File: config.mk
export PLATFORM = sky130hd
export DESIGN_NAME = iart_top
export DESIGN_NICKNAME = d
export VERILOG_FILES = /design/src/iart_pkg.sv /design/src/iart_alias_match.sv /design/src/iart_top.sv
export VERILOG_INCLUDE_DIRS = /design/src
export SDC_FILE = /design/constraint.sdc
export NUM_CORES = 1
export LEC_CHECK = 0
export ABC_CLOCK_PERIOD_IN_PS = 3900
export BUFFER_PORTS_ARGS = -buffer_cell sky130_fd_sc_hd__clkbuf_2
export CORE_MARGIN = 1
export CORE_UTILIZATION = 45
export DETAILED_ROUTE_END_ITERATION = 10
export GPL_TIMING_DRIVEN = 0
export PLACE_DENSITY = 0.74
export SETUP_SLACK_MARGIN = 0.1
export SLEW_MARGIN = 20
export SYNTH_ARGS = -nofsm -noshare
export SYNTH_HDL_FRONTEND = slang
export SYNTH_SLANG_ARGS = --single-unit
File: constraint.sdc
create_clock -name ref_clk -period 3.9 [get_ports ref_clk]
set_input_delay 0.39 -clock ref_clk [delete_from_list [all_inputs] [get_ports ref_clk]]
set_output_delay 0.39 -clock ref_clk [all_outputs]
set_load 0.01 [all_outputs]
File: src/iart_map.svh
// Constants of the I2C alias remap table: offsets, fields and reset values.
// Assumes inclusion by bare name from the design modules iart_alias_match and iart_top.
//
// How it works
// - Entry-7 target address in bits 7:1, reset zero.
// - Alias-7 match substitutes entry-7 target address.
// - Remote side delivers remapped transaction to target.
// - Zero entry-7 target blocks access through alias 7.
// - Aliases 0-4 hold 7-bit address, nonzero accepts.
// - Alias n remaps to target entry n.
// - Zero alias field never matches any address.
// - Targets 0-6 precede entry 7, same behaviour.
// - Aliases 5-7 follow alias 4, same behaviour.
`ifndef IART_MAP_SVH
`define IART_MAP_SVH

// ----------------------------------------
// Register offsets
// ----------------------------------------
`define IART_TGT_BASE      8'h08
`define IART_TGT7_OFS      8'h0f
`define IART_ALIAS_BASE    8'h10
`define IART_ALIAS0_OFS    8'h10
`define IART_ALIAS1_OFS    8'h11
`define IART_ALIAS2_OFS    8'h12
`define IART_ALIAS3_OFS    8'h13
`define IART_ALIAS4_OFS    8'h14
`define IART_ALIAS5_OFS    8'h15
`define IART_BANK_MASK     8'hf8

// ----------------------------------------
// Field layout and reset values
// ----------------------------------------
`define IART_ADDR_MSB      7
`define IART_ADDR_LSB      1
`define IART_RSVD_BIT      0
`define IART_ADDR_RST      7'h00
`define IART_RDATA_RST     8'h00
`define IART_ENTRIES       8

`endif

File: src/iart_pkg.sv
// Types shared by the alias remap table modules.
// Assumes the constants header is on the include path.
`default_nettype none
package iart_pkg;
    // Seven-bit I2C address
    typedef logic [6:0] iart_addr_t;
    // Entry index 0..7
    typedef logic [2:0] iart_idx_t;
    // Lookup sequencer states, one-hot
    typedef enum logic [2:0] {
        IART_IDLE  = 3'b001,
        IART_MATCH = 3'b010,
        IART_SEND  = 3'b100
    } iart_state_t;
endpackage

`default_nettype wire

File: src/iart_alias_match.sv
// Alias comparator: finds the table entry whose alias equals an address.
// Assumes alias and target tables arrive as registered values.
`timescale 1ns/1ns
`default_nettype none
`include "iart_map.svh"

module iart_alias_match (
    input  wire logic [7:0][6:0]     alias_tab,  // Local alias per entry
    input  wire logic [7:0][6:0]     tgt_tab,    // Remote target per entry
    input  wire iart_pkg::iart_addr_t addr,      // Address under test
    output logic                     hit,        // Some alias matched
    output iart_pkg::iart_idx_t      hit_idx,    // Lowest matching entry
    output iart_pkg::iart_addr_t     hit_tgt     // Target of that entry
);
    logic [7:0] ent_hit;

    // ----------------------------------------
    // Per-entry compare
    // ----------------------------------------
    genvar g;
    generate
        for (g = 0; g < `IART_ENTRIES; g = g + 1) begin : g_ent
            // Zero alias is disabled and matches nothing
            assign ent_hit[g] = (alias_tab[g] != `IART_ADDR_RST) &&
                                (alias_tab[g] == addr);
        end
    endgenerate

    // Priority pick, lowest index wins
    always_comb begin
        hit     = 1'b0;
        hit_idx = 3'h0;
        hit_tgt = `IART_ADDR_RST;
        for (int i = `IART_ENTRIES - 1; i >= 0; i = i - 1) begin
            if (ent_hit[i]) begin
                hit     = 1'b1;
                hit_idx = 3'(i);
                hit_tgt = tgt_tab[i];
            end
        end
    end
endmodule

`default_nettype wire

File: src/iart_top.sv
// Alias remap table: alias and remote target registers plus lookup.
// A lookup answers two edges after it is taken: a forward request
// or a one-cycle refusal, with one lookup outstanding at a time.
// Assumes the I2C slave engine drives the register port and the
// local request port, and the control channel takes forward requests.
`timescale 1ns/1ns
`default_nettype none
`include "iart_map.svh"

module iart_top (
    input  wire logic                 ref_clk,     // Core clock, 100 MHz
    input  wire logic                 reset_n,     // Async reset, active low
    input  wire logic [7:0]           reg_addr,    // Register offset
    input  wire logic                 reg_wr_en,   // Write strobe
    input  wire logic [7:0]           reg_wdata,   // Write data
    input  wire logic                 reg_rd_en,   // Read strobe
    output logic [7:0]                reg_rdata,   // Read data, next cycle
    output logic                      reg_rd_hit,  // Read hit a table reg
    input  wire logic                 req_valid,   // Local transaction start
    input  wire iart_pkg::iart_addr_t req_addr,    // Local target address
    input  wire logic                 req_rnw,     // Read not write
    output logic                      req_ready,   // Ready for a request
    output logic                      req_nack,    // Pulse: not accepted
    output logic                      fwd_valid,   // Forward request valid
    output iart_pkg::iart_addr_t      fwd_addr,    // Remapped remote address
    output logic                      fwd_rnw,     // Forwarded direction
    output iart_pkg::iart_idx_t       fwd_entry,   // Remote target index
    input  wire logic                 fwd_ready    // Channel takes request
);
    // ----------------------------------------
    // Register storage
    // ----------------------------------------
    logic [7:0][6:0] tgt_q;
    logic [7:0][6:0] tgt_d;
    logic [7:0][6:0] alias_q;
    logic [7:0][6:0] alias_d;
    logic [7:0]      rdata_q;
    logic [7:0]      rdata_d;
    logic            rd_hit_q;
    logic            rd_hit_d;
    logic            tgt_bank;
    logic            alias_bank;
    logic [2:0]      reg_idx;
    logic [7:0]      tgt_wr_sel;
    logic [7:0]      alias_wr_sel;
    logic [6:0]      wr_field;
    logic [6:0]      rd_field;
    logic            rd_in_table;

    // ----------------------------------------
    // Address decode
    // ----------------------------------------
    // Bank decode, eight entries per bank
    assign tgt_bank    = ((reg_addr & `IART_BANK_MASK) == `IART_TGT_BASE);
    assign alias_bank  = ((reg_addr & `IART_BANK_MASK) == `IART_ALIAS_BASE);
    assign rd_in_table = tgt_bank || alias_bank;
    assign reg_idx     = reg_addr[2:0];

    // Only bits 7:1 are stored, bit 0 is dropped
    assign wr_field = reg_wdata[`IART_ADDR_MSB:`IART_ADDR_LSB];

    // One write select per table entry
    genvar e;
    generate
        for (e = 0; e < `IART_ENTRIES; e = e + 1) begin : g_wsel
            // Target e; entry 7 closes the target bank
            assign tgt_wr_sel[e]   = reg_wr_en && tgt_bank && (reg_idx == 3'(e));
            // Alias e; aliases 5 to 7 follow alias 4
            assign alias_wr_sel[e] = reg_wr_en && alias_bank && (reg_idx == 3'(e));
        end
    endgenerate

    // ----------------------------------------
    // Table registers
    // ----------------------------------------
    // Next values: new field where selected, else hold
    always_comb begin
        tgt_d   = tgt_q;
        alias_d = alias_q;
        for (int i = 0; i < `IART_ENTRIES; i = i + 1) begin
            if (tgt_wr_sel[i]) begin
                tgt_d[i] = wr_field;
            end
            if (alias_wr_sel[i]) begin
                alias_d[i] = wr_field;
            end
        end
    end

    // Table registers, all reset to zero
    always_ff @(posedge ref_clk or negedge reset_n) begin
        if (!reset_n) begin
            tgt_q   <= '0;
            alias_q <= '0;
        end else begin
            tgt_q   <= tgt_d;
            alias_q <= alias_d;
        end
    end

    // ----------------------------------------
    // Read port
    // ----------------------------------------
    // Old field of the addressed entry, even on a same-cycle write
    assign rd_field = tgt_bank ? tgt_q[reg_idx] : alias_q[reg_idx];

    // Read data moves only on a read strobe
    always_comb begin
        rdata_d  = rdata_q;
        rd_hit_d = 1'b0;
        if (reg_rd_en) begin
            if (rd_in_table) begin
                rdata_d  = {rd_field, 1'b0};
                rd_hit_d = 1'b1;
            end else begin
                // Outside the table: zero and no hit
                rdata_d = `IART_RDATA_RST;
            end
        end
    end

    // Read port registers
    always_ff @(posedge ref_clk or negedge reset_n) begin
        if (!reset_n) begin
            rdata_q  <= `IART_RDATA_RST;
            rd_hit_q <= 1'b0;
        end else begin
            rdata_q  <= rdata_d;
            rd_hit_q <= rd_hit_d;
        end
    end

    assign reg_rdata  = rdata_q;
    assign reg_rd_hit = rd_hit_q;

    // ----------------------------------------
    // Alias lookup
    // ----------------------------------------
    iart_pkg::iart_addr_t lat_addr_q;
    iart_pkg::iart_addr_t lat_addr_d;
    logic                 lat_rnw_q;
    logic                 lat_rnw_d;
    logic                 m_hit;
    iart_pkg::iart_idx_t  m_idx;
    iart_pkg::iart_addr_t m_tgt;

    // Compare latched address against every alias
    iart_alias_match u_match (
        .alias_tab (alias_q),
        .tgt_tab   (tgt_q),
        .addr      (lat_addr_q),
        .hit       (m_hit),
        .hit_idx   (m_idx),
        .hit_tgt   (m_tgt)
    );

    // ----------------------------------------
    // Request sequencer
    // ----------------------------------------
    iart_pkg::iart_state_t st_q;
    iart_pkg::iart_state_t st_d;
    logic                  ready_q;
    logic                  ready_d;
    logic                  nack_q;
    logic                  nack_d;
    logic                  fvalid_q;
    logic                  fvalid_d;
    iart_pkg::iart_addr_t  faddr_q;
    iart_pkg::iart_addr_t  faddr_d;
    logic                  frnw_q;
    logic                  frnw_d;
    iart_pkg::iart_idx_t   fentry_q;
    iart_pkg::iart_idx_t   fentry_d;

    logic                  take;
    logic                  accept;
    logic                  handoff;

    // ----------------------------------------
    // Lookup verdict
    // ----------------------------------------
    // Taken only while idle; a zero target blocks even an alias hit
    assign take    = (st_q == iart_pkg::IART_IDLE) && req_valid;
    assign accept  = (st_q == iart_pkg::IART_MATCH) && m_hit &&
                     (m_tgt != `IART_ADDR_RST);
    assign handoff = (st_q == iart_pkg::IART_SEND) && fwd_ready;

    // Next state: latch, match, then hold forward until taken
    always_comb begin
        st_d    = st_q;
        ready_d = ready_q;
        nack_d  = 1'b0;
        case (st_q)
            iart_pkg::IART_IDLE: begin
                if (take) begin
                    ready_d = 1'b0;
                    st_d    = iart_pkg::IART_MATCH;
                end
            end
            iart_pkg::IART_MATCH: begin
                if (accept) begin
                    st_d = iart_pkg::IART_SEND;
                end else begin
                    // No alias hit, or a hit on a zero target
                    nack_d  = 1'b1;
                    ready_d = 1'b1;
                    st_d    = iart_pkg::IART_IDLE;
                end
            end
            iart_pkg::IART_SEND: begin
                if (handoff) begin
                    ready_d = 1'b1;
                    st_d    = iart_pkg::IART_IDLE;
                end
            end
            default: begin
                ready_d = 1'b1;
                st_d    = iart_pkg::IART_IDLE;
            end
        endcase
    end

    // Sequencer registers
    always_ff @(posedge ref_clk or negedge reset_n) begin
        if (!reset_n) begin
            st_q    <= iart_pkg::IART_IDLE;
            ready_q <= 1'b1;
            nack_q  <= 1'b0;
        end else begin
            st_q    <= st_d;
            ready_q <= ready_d;
            nack_q  <= nack_d;
        end
    end

    // ----------------------------------------
    // Request latch
    // ----------------------------------------
    // Address and direction captured when a request is taken
    always_comb begin
        lat_addr_d = lat_addr_q;
        lat_rnw_d  = lat_rnw_q;
        if (take) begin
            lat_addr_d = req_addr;
            lat_rnw_d  = req_rnw;
        end
    end

    // Request latch registers
    always_ff @(posedge ref_clk or negedge reset_n) begin
        if (!reset_n) begin
            lat_addr_q <= `IART_ADDR_RST;
            lat_rnw_q  <= 1'b0;
        end else begin
            lat_addr_q <= lat_addr_d;
            lat_rnw_q  <= lat_rnw_d;
        end
    end

    // ----------------------------------------
    // Forward request
    // ----------------------------------------
    // Raised on accept, held until handed off, never up outside SEND
    always_comb begin
        fvalid_d = fvalid_q;
        faddr_d  = faddr_q;
        frnw_d   = frnw_q;
        fentry_d = fentry_q;
        if (accept) begin
            fvalid_d = 1'b1;
            faddr_d  = m_tgt;
            frnw_d   = lat_rnw_q;
            fentry_d = m_idx;
        end else if (handoff || (st_q != iart_pkg::IART_SEND)) begin
            fvalid_d = 1'b0;
        end
    end

    // Forward registers
    always_ff @(posedge ref_clk or negedge reset_n) begin
        if (!reset_n) begin
            fvalid_q <= 1'b0;
            faddr_q  <= `IART_ADDR_RST;
            frnw_q   <= 1'b0;
            fentry_q <= 3'h0;
        end else begin
            fvalid_q <= fvalid_d;
            faddr_q  <= faddr_d;
            frnw_q   <= frnw_d;
            fentry_q <= fentry_d;
        end
    end

    // ----------------------------------------
    // Outputs
    // ----------------------------------------
    // Outputs straight from flops
    assign req_ready = ready_q;
    assign req_nack  = nack_q;
    assign fwd_valid = fvalid_q;
    assign fwd_addr  = faddr_q;
    assign fwd_rnw   = frnw_q;
    assign fwd_entry = fentry_q;
endmodule

`default_nettype wire

==> flow_metrics.env, run 1 <==
export IMPL_path_max_fanout=10
export IMPL_clkPwrFrac=0.425
export IMPL_internal_power_mw=3.08
export IMPL_gp_congestion=0.894
export IMPL_numPortBuffers=48
export IMPL_fin_util=0.540
export IMPL_final_cells=937
export IMPL_grt_ovfl_total=0
export IMPL_max_freq_mhz=274
export IMPL_min_path_cells=2
export IMPL_root_buffer="clkbuf_16"
export IMPL_cp_data_required_time_ns=4.22
export IMPL_ioPinCount=53
export IMPL_syn_to_final_growth_pct=15.6
export IMPL_antenna_cells=0
export IMPL_cellLeakagePower_nw=4.17
export IMPL_syn_nets=665
export IMPL_fin_crit_sh=0.934
export IMPL_power_switching_mw=1.15
export IMPL_final_nets=734
export IMPL_vias=5854
export IMPL_drt_total_wl_um=21500
export IMPL_start_util=0.467
export IMPL_crit_chain="buf_6 -> a211o_1 -> a2111oi_4 -> nor2_2 -> a222oi_1 -> o21ai_1 -> nor4_4 -> a21oi_4 -> mux2_4"
export IMPL_final_hold_violation_count=0
export IMPL_routed_via_density=6.25
export IMPL_seqPwrFrac=0.401
export IMPL_drt_iter0_markers=686
export IMPL_async_flop_share=1.00
export IMPL_cts_sinks=145
export IMPL_place_hpwl_um=15300
export IMPL_r2r_start="lat_addr_q[6]$_DFFE_PN0P_"
export IMPL_syn_instance_count=635
export IMPL_setup_tns_ns=0
export IMPL_hp_class="in -> reg"
export IMPL_report_final_slew_viol_count=0
export IMPL_finalClockSkew_ns=0.00885
export IMPL_cpMaxStageDelayCell="a2111oi_4"
export IMPL_synth_area_leaders="dfrtp_1 46%, mux2_2 16%, mux4_2 10%"
export IMPL_avgSynthCellArea_um2=12.4
export IMPL_timing_slew_headroom=0.332
export IMPL_ys_seq_area_frac=0.462
export IMPL_r2r_end="fwd_rnw$_DFFE_PN0P_"
export IMPL_cts_tree="built"
export IMPL_switching_share=0.272
export IMPL_die_w_um=134
export IMPL_min_to="lat_addr_q[3]$_DFFE_PN0P_"
export IMPL_slowest_delay_ns=0.65
export IMPL_drc=0
export IMPL_synth_flop_cell="dfrtp_1"
export IMPL_dr_pass1_iters=5
export IMPL_dieArea_mm2=0.0180
export IMPL_yosysTopAreaCell="dfrtp_1"
export IMPL_worstSetupPathType="reg -> reg"
export IMPL_synth_seq_cells=145
export IMPL_dp_cells=904
export IMPL_critPathLaunchType="flop"
export IMPL_clk_path_buf_depth=2
export IMPL_coreArea_mm2=0.0168
export IMPL_outcome="completed"
export IMPL_worstMarginPinSlew_ns=0.999
export IMPL_synth_top_area_share=0.455
export IMPL_arrival_ns=3.96
export IMPL_rrSetupSlack_ns=0.26
export IMPL_yosysWarnings=0
export IMPL_post_drt_wl_per_cell_um=23.0
export IMPL_grt_pass1_vias=5922
export IMPL_path_buf_inv=1
export IMPL_combPwrFrac=0.174
export IMPL_clock_latency_ns=0.44
export IMPL_ff2ff_path_depth=9
export IMPL_crit_family="compound AO/OA/AOI/OAI gates"
export IMPL_antenna_found_initial=0
export IMPL_min_from="req_addr[3]"
export IMPL_path_clk_slew_ns=0.06
export IMPL_synth_distinct_cells=58
export IMPL_cts_inserted_buffers=17
export IMPL_grt_max_degree=80
export IMPL_ant_nets=0
export IMPL_groute_usage_overall=0.257
export IMPL_final_layout_size_suffix_gt1_frac=0.361
export IMPL_cap_violations=0
export IMPL_crit_path_end_kind="flop"
export IMPL_rows=47
export IMPL_vdd_drop_max_mv=0.290
export IMPL_min_period_ns=3.64
export IMPL_grt_pass1_wl_um=34300
export IMPL_crit_cells=9
export IMPL_ctsHtreeMaxLevel=4
export IMPL_die_h_um=134
export IMPL_synth_edf_count=0
export IMPL_netlist_area_mm2=0.00786
export IMPL_power_density_mw_per_mm2=467
export IMPL_rsz0062_at_grt="no"
export IMPL_setup_violations=0
-- area by class of cell --
class	count	area [um^2]
buffer	36	168
clock buffer	24	502
clock inverter	8	149
fill	1403	7740
inverter	26	97.6
multi-input combinational	428	3970
sequential	145	3630
tap	220	275
timing repair buffer	50	287
-- sequential cells by signal, indices dropped and copies added, names as in the netlist, 3 cells and up --
name,cells
tgt_q,56
alias_q,56
st_q,3
reg_rdata,7
fwd_addr,7
lat_addr_q,7
fwd_entry,3
-- Yosys cell counts (4+ instances only) --
library cell,instances
o21ai_0,30
nand2_1,36
buf_2,8
inv_1,25
o211a_1,5
xor2_1,31
a222oi_1,5
mux2_4,5
a21oi_1,7
o211ai_1,6
clkbuf_1,22
nand4_1,5
dfrtp_1,143
mux4_2,35
xnor2_1,25
nor2_1,13
and3_1,8
o21ai_1,6
nand3_1,11
nor4_1,10
nor3_1,17
mux2_2,114
nand2b_1,4
a211oi_1,6
-- logic make-up after synthesis --
group           synth area share
compound gates            0.0777
xor+xnor                  0.0624
simple gates              0.0903
buf+inv                   0.0338
flops                      0.462
other cells             0.000477
mux                        0.273
-- placed cells by master (no fill, tap or decap), drive strengths merged, types with 6 or more instances in the layout --
master and n:
a211oi 6, a21oi 8, and3 8, buf 15, clkbuf 94, dfrtp 143, inv 25, mux2 119
mux4 35, nand2 36, nand3 11, nor2 14, nor3 18, nor4 13, o211ai 6, o21ai 36
xnor2 25, xor2 31
-- worst register-to-register path, stage by stage (launching register included) --
cell and delay (ns):
dfrtp_1 0.44, buf_6 0.19, a211o_1 0.33, a2111oi_4 0.65, nor2_2 0.21, a222oi_1 0.36, o21ai_1 0.26, nor4_4 0.53
a21oi_4 0.21, mux2_4 0.34
-- worst max path at each step --
stage                                    startpoint                        to  slack (ns)
final                     lat_addr_q[6]$_DFFE_PN0P_       fwd_rnw$_DFFE_PN0P_        0.26
after global routing      lat_addr_q[4]$_DFFE_PN0P_       fwd_rnw$_DFFE_PN0P_        0.11
after CTS                 lat_addr_q[5]$_DFFE_PN0P_       fwd_rnw$_DFFE_PN0P_        0.28
after detailed placement  lat_addr_q[5]$_DFFE_PN0P_  fwd_entry[0]$_DFFE_PN0P_        0.29
after global placement                      reset_n       st_q[1]$_DFFE_PN0P_        0.16
after floorplan           lat_addr_q[6]$_DFFE_PN0P_   fwd_addr[0]$_DFFE_PN0P_        0.95
-- power groups by stage --
stage | logic [mW] | clock network [mW] | registers [mW]
2_1_floorplan | 0.501 | 0 | 1.70
3_3_place_gp | 0.690 | 0 | 1.71
3_5_place_dp | 0.721 | 0 | 1.72
4_1_cts | 0.728 | 1.80 | 1.70
5_1_grt | 0.792 | 1.87 | 1.71
6_report | 0.738 | 1.80 | 1.70
-- stage by stage --
stage	instance area, um^2	worst slack, ns	hold WS (ns)	total power, mW
global placement	8370	0.161	0.464	2.40
CTS	9070	0.281	0.183	4.23
detailed placement	8410	0.290	0.427	2.44
global route	9080	0.113	0.190	4.37
finish	9080	0.256	0.183	4.24
floorplan	7860	0.950	0.0944	2.20
-- metal layers --
| metal | track usage | vias to the layer above | part of all wire |
|---|---|---|---|
| met5 | 0 | - | 0 |
| met4 | 0.126 | 0 | 0.039 |
| met3 | 0.0540 | 60 | 0.082 |
| met2 | 0.396 | 304 | 0.47 |
| met1 | 0.345 | 2998 | 0.41 |
| li1 | - | 2492 | - |
-- what timing repair did --
action                                  CTS  global route
hold endpoints to repair                 66             0
hold buffers                              1             0
endpoints found under the setup margin    0             5
buffers inserted                          0             0
gates resized for setup                   0             1
Note: power is estimated with default switching activity, not from simulation.
==> run 2, diff against run 1 <==
--- a/config.mk
+++ b/config.mk
@@ -10,6 +10,7 @@
 export BUFFER_PORTS_ARGS = -buffer_cell sky130_fd_sc_hd__clkbuf_2
 export CORE_MARGIN = 1
 export CORE_UTILIZATION = 45
+export CTS_CLUSTER_DIAMETER = 100
 export DETAILED_ROUTE_END_ITERATION = 10
 export GPL_TIMING_DRIVEN = 0
 export PLACE_DENSITY = 0.74
==> constraint.sdc (replaced) <==
create_clock -name ref_clk -period 3.9 [get_ports ref_clk]
set_input_delay 0.195 -clock ref_clk [delete_from_list [all_inputs] [get_ports ref_clk]]
set_output_delay 0.195 -clock ref_clk [all_outputs]
set_load 0.01 [all_outputs]
==> run 2 against run 1 <==
  * Combinational power up 0.8%
  * Non-clock buffer count up 7
  * Final cell count up 0.75%
  * Critical path depth unchanged
  * Global-route usage up 0.054 points
  * Die area unchanged
  * Via count up 0.79%
  * Wire length up 0.53%
  * Largest power group unchanged
==> flow_metrics.env, run 2 (synthesis results as in run 1) <==
export IMPL_setup_tns_ns=0
export IMPL_max_freq_mhz=276
export IMPL_path_clk_slew_ns=0.06
export IMPL_clk_path_buf_depth=2
export IMPL_dr_pass1_iters=5
export IMPL_arrival_ns=3.93
export IMPL_place_hpwl_um=15300
export IMPL_postCtsSetupBuffers=0
export IMPL_rsz0062_at_grt="no"
export IMPL_min_from="req_rnw"
export IMPL_antenna_found_initial=0
export IMPL_crit_start="lat_addr_q[6]$_DFFE_PN0P_"
export IMPL_dieArea_mm2=0.0180
export IMPL_slowest_delay_ns=0.64
export IMPL_ant_nets=0
export IMPL_rows=47
export IMPL_final_layout_size_suffix_gt1_frac=0.358
export IMPL_fill_cells=1392
export IMPL_gp_congestion=0.894
export IMPL_vdd_drop_max_mv=0.291
export IMPL_cts_tree="built"
export IMPL_cts_inserted_buffers=17
export IMPL_grt_max_degree=80
export IMPL_ioPinCount=53
export IMPL_groute_usage_overall=0.257
export IMPL_final_cell_mix="143 x dfrtp_1, 114 x mux2_2, 47 x clkbuf_2"
export IMPL_min_period_ns=3.62
export IMPL_post_drt_wl_per_cell_um=22.9
export IMPL_worstMarginPinSlew_ns=0.978
export IMPL_final_common_cell="dfrtp_1"
export IMPL_grt_pass1_vias=5938
export IMPL_start_util=0.467
export IMPL_critPathLaunchType="flop"
export IMPL_ctsHtreeMaxLevel=4
export IMPL_final_nets=741
export IMPL_cpMaxStageDelayCell="a2111oi_4"
export IMPL_hp_class="in -> reg"
export IMPL_outcome="completed"
export IMPL_r2r_start="lat_addr_q[6]$_DFFE_PN0P_"
export IMPL_fin_util=0.544
export IMPL_antenna_cells=0
export IMPL_power_density_mw_per_mm2=463
export IMPL_fin_crit_sh=0.928
export IMPL_timing_slew_headroom=0.343
export IMPL_reg_top3="alias_q: 56 flops, tgt_q: 56 flops"
export IMPL_finalClockSkew_ns=0.00764
export IMPL_die_h_um=134
export IMPL_crit_chain="buf_6 -> a211o_1 -> a2111oi_4 -> nor2_2 -> a222oi_1 -> o21ai_1 -> nor4_4 -> a21oi_4 -> mux2_4"
export IMPL_multi_input_area_mm2=0.00397
export IMPL_crit_path_end_kind="flop"
export IMPL_path_buf_inv=1
export IMPL_cap_violations=0
export IMPL_cts_sinks=145
export IMPL_cellLeakagePower_nw=4.20
export IMPL_clock_latency_ns=0.43
export IMPL_grt_pass1_wl_um=34500
export IMPL_setup_violations=0
export IMPL_seq_area_mm2=0.00363
export IMPL_root_buffer="clkbuf_16"
export IMPL_grt_ovfl_total=0
export IMPL_die_w_um=134
export IMPL_drt_total_wl_um=21600
export IMPL_cp_data_required_time_ns=4.21
export IMPL_coreArea_mm2=0.0168
export IMPL_report_final_slew_viol_count=0
export IMPL_path_max_fanout=10
export IMPL_drc=0
export IMPL_worstSetupPathType="reg -> reg"
export IMPL_final_hold_violation_count=0
export IMPL_vias=5900
export IMPL_numPortBuffers=48
export IMPL_drt_iter0_markers=739
export IMPL_syn_to_final_growth_pct=16.4
export IMPL_crit_family="compound AO/OA/AOI/OAI gates"
export IMPL_routed_via_density=6.25
[run 2: metal layers]
metal	wire length (um)	share of wire	up-vias	track usage
met5	0	0	-	0
met4	915	0.042	0	0.127
met3	1730	0.080	74	0.0540
met2	10200	0.47	346	0.397
met1	8790	0.41	2980	0.346
li1	-	-	2500	-
[run 2: layout make-up]
class | count | share of cell area
Buffer | 36 | 0.0183
Sequential cell | 145 | 0.397
Timing Repair Buffer | 57 | 0.0390
Clock buffer | 24 | 0.0548
Inverter | 26 | 0.0107
Tap cell | 220 | 0.0301
Multi-Input combinational cell | 428 | 0.434
Clock inverter | 8 | 0.0163
[run 2: timing repair]
item | CTS | global route
endpoints found under the setup margin | 0 | 5
hold buffers | 8 | 0
gates resized for setup | 0 | 1
endpoints found under the hold margin | 73 | 0
[run 2: metrics by stage]
step / total power [mW] / cells / hold WS (ns) / area (um^2) / worst slack (ns)
after floorplan: 2.20 / 635 / -0.101 / 7860 / 0.950
after global placement: 2.40 / 903 / 0.428 / 8370 / 0.356
after detailed placement: 2.44 / 904 / 0.232 / 8410 / 0.290
after CTS: 4.23 / 944 / 0.000496 / 9140 / 0.281
after global routing: 4.38 / 944 / 0.0178 / 9150 / 0.113
final: 4.24 / 944 / 0.0115 / 9150 / 0.282
[run 2: final timing paths]
kind / endpoint / slack (ns) / depth (start not counted)
worst max-delay path: fwd_rnw$_DFFE_PN0P_ / 0.28 / 9
worst min-delay path: lat_rnw_q$_DFFE_PN0P_ / 0.01 / 2
worst max register to register: fwd_rnw$_DFFE_PN0P_ / 0.28 / 9
worst min register to register: req_ready$_DFFE_PN1P_ / 0.48 / 2
max in group asynchronous: req_ready$_DFFE_PN1P_ / 2.77 / 3
min in group asynchronous: lat_addr_q[4]$_DFFE_PN0P_ / 0.30 / 2
[run 2: report_power, final]
group / internal [mW] / switching [mW]
registers: 1.61 / 0.0890
clock network: 1.16 / 0.641
logic: 0.323 / 0.421
total: 3.09 / 1.15
==> run 3, diff against run 2 <==
--- a/config.mk
+++ b/config.mk
@@ -7,13 +7,14 @@
 export NUM_CORES = 1
 export LEC_CHECK = 0
 export ABC_CLOCK_PERIOD_IN_PS = 3900
-export BUFFER_PORTS_ARGS = -buffer_cell sky130_fd_sc_hd__clkbuf_2
+export BUFFER_PORTS_ARGS = -buffer_cell sky130_fd_sc_hd__buf_2
 export CORE_MARGIN = 1
 export CORE_UTILIZATION = 45
 export CTS_CLUSTER_DIAMETER = 100
 export DETAILED_ROUTE_END_ITERATION = 10
 export GPL_TIMING_DRIVEN = 0
 export PLACE_DENSITY = 0.74
+export RECOVER_POWER = 50
 export SETUP_SLACK_MARGIN = 0.1
 export SLEW_MARGIN = 20
 export SYNTH_ARGS = -nofsm -noshare
==> run 3 against run 2 <==
  * The flow now finishes with violations (DRC, capacitance limit, slew limit)
  * Final cell count is 0.42% higher
  * Critical path depth is 2 higher
  * Die area unchanged
  * Count of clock-buffer cells in the layout did not move
  * Non-clock buffer count increased by 4
  * Sequential cell count is the same
  * Wire length is 1.1% lower
  * Setup slack improved by 0.0034 ns
  * Total power is 1.5% lower
  * Highest routed layer unchanged
  * Via count decreased by 1.5%
==> flow_metrics.env, run 3 (synthesis results as in run 1) <==
export IMPL_crit_chain="buf_2 -> xor2_1 -> nor4_1 -> nand3_2 -> buf_2 -> o211a_1 -> a222oi_1 -> o21ai_1 -> nor3_4 -> a21oi_4 -> mux2_4"
export IMPL_drt_iter0_markers=627
export IMPL_path_buf_inv=2
export IMPL_ctsHtreeMaxLevel=4
export IMPL_max_freq_mhz=277
export IMPL_critPathLaunchType="flop"
export IMPL_numPortBuffers=48
export IMPL_cp_common_cell="buf_2"
export IMPL_rsz0062_at_grt="no"
export IMPL_placed_cell_area_mm2=0.00841
export IMPL_worstSetupPathType="reg -> reg"
export IMPL_drt_total_wl_um=21400
export IMPL_setup_ws_ns=0.285
export IMPL_min_period_ns=3.61
export IMPL_arrival_ns=3.93
export IMPL_gp_congestion=0.902
export IMPL_vdd_drop_max_mv=0.288
export IMPL_die_w_um=134
export IMPL_fin_crit_sh=0.927
export IMPL_path_clk_slew_ns=0.06
export IMPL_final_hold_violation_count=0
export IMPL_final_nets=745
export IMPL_finalClockSkew_ns=0.0117
export IMPL_path_max_fanout=10
export IMPL_setup_tns_ns=0
export IMPL_setup_violations=0
export IMPL_post_drt_wl_per_cell_um=22.6
export IMPL_grt_ovfl_total=0
export IMPL_report_final_slew_viol_count=78
export IMPL_groute_usage_overall=0.254
export IMPL_ff2ff_path_depth=11
export IMPL_crit_family="compound AO/OA/AOI/OAI gates"
export IMPL_dieArea_mm2=0.0180
export IMPL_reg_top3="alias_q: 56 flops, tgt_q: 56 flops"
export IMPL_violations="DRC, capacitance limit, slew limit"
export IMPL_die_h_um=134
export IMPL_outcome="finished, violations left"
export IMPL_slowest_delay_ns=0.42
export IMPL_final_layout_size_suffix_gt1_frac=0.338
export IMPL_antenna_found_initial=0
export IMPL_vias=5812
export IMPL_final_common_cell="dfrtp_1"
export IMPL_drc=1
export IMPL_cts_tree="built"
export IMPL_ioPinCount=53
export IMPL_hold_ws_ns=0.0242
export IMPL_crit_cells=11
export IMPL_timing_slew_headroom=-0.336
export IMPL_grt_pass1_vias=5919
export IMPL_routed_via_density=6.13
export IMPL_cp_data_required_time_ns=4.21
export IMPL_cts_inserted_buffers=17
export IMPL_cpMaxStageDelayCell="a222oi_1"
export IMPL_start_util=0.467
export IMPL_power_density_mw_per_mm2=456
export IMPL_final_area_mm2=0.00915
export IMPL_post_place_ws_ns=0.230
export IMPL_min_path_cells=2
export IMPL_worstMarginPinSlew_ns=2.00
export IMPL_cellLeakagePower_nw=4.14
export IMPL_antenna_cells=0
export IMPL_clk_path_buf_depth=2
export IMPL_syn_to_final_growth_pct=16.5
export IMPL_place_hpwl_um=15200
export IMPL_dr_pass1_iters=8
export IMPL_grt_pass1_wl_um=34000
export IMPL_coreArea_mm2=0.0168
export IMPL_rows=47
export IMPL_root_buffer="clkbuf_16"
export IMPL_clock_latency_ns=0.44
export IMPL_ant_nets=0
export IMPL_hp_class="in -> reg"
export IMPL_cts_sinks=145
export IMPL_crit_path_end_kind="flop"
export IMPL_final_cell_mix="143 x dfrtp_1, 114 x mux2_2, 44 x clkbuf_1"
export IMPL_cap_violations=1
export IMPL_grt_max_degree=79
-- run 3: final cells by class --
cell class | count | area, um^2
Clock inverter | 8 | 124
Clock buffer | 24 | 512
Tap cell | 220 | 275
Sequential cell | 145 | 3630
Inverter | 26 | 97.6
Multi-Input combinational cell | 428 | 3990
Buffer | 36 | 168
Timing Repair Buffer | 61 | 352
Fill cell | 1355 | 7670
-- run 3: metal layers --
layer,share of wire,up-vias,wire length (um),track usage
met4,0.034,0,737,0.109
met5,0,-,0,0
li1,-,2495,-,-
met2,0.48,285,10200,0.400
met1,0.41,2973,8850,0.336
met3,0.074,59,1590,0.0597
-- run 3: final timing paths --
kind	startpoint	to	slack, ns
max reg2reg	lat_addr_q[5]$_DFFE_PN0P_	fwd_rnw$_DFFE_PN0P_	0.29
min in group asynchronous	reset_n	lat_addr_q[0]$_DFFE_PN0P_	0.85
max in group asynchronous	reset_n	st_q[1]$_DFFE_PN0P_	1.84
max	lat_addr_q[5]$_DFFE_PN0P_	fwd_rnw$_DFFE_PN0P_	0.29
min	req_addr[2]	lat_addr_q[2]$_DFFE_PN0P_	0.02
min reg2reg	req_ready$_DFFE_PN1P_	req_ready$_DFFE_PN1P_	0.48
-- run 3: worst reg2reg max path, stage by stage (launching register included) --
cell	delay [ns]
dfrtp_1	0.36
buf_2	0.23
xor2_1	0.21
nor4_1	0.37
nand3_2	0.26
buf_2	0.27
o211a_1	0.27
a222oi_1	0.42
o21ai_1	0.29
nor3_4	0.33
a21oi_4	0.18
mux2_4	0.32
-- run 3: stage by stage --
stage                     utilization  instances  total power [mW]
after floorplan                     -        635              2.20
after global placement          0.498        903              2.40
after detailed placement        0.500        904              2.44
after CTS                       0.543        944              4.17
after global routing            0.544        948              4.33
final                           0.544        948              4.18
-- run 3: power breakdown --
part	switching (mW)	internal [mW]
clock	0.629	1.11
sequential	0.0908	1.61
combinational	0.415	0.325
-- run 3: repair_timing --
| item | in CTS | in global routing |
|---|---|---|
| setup endpoints to repair | 0 | 6 |
| setup buffers | 0 | 4 |
| hold endpoints to repair | 82 | 0 |
| hold buffers | 8 | 0 |
| resized for setup | 0 | 5 |
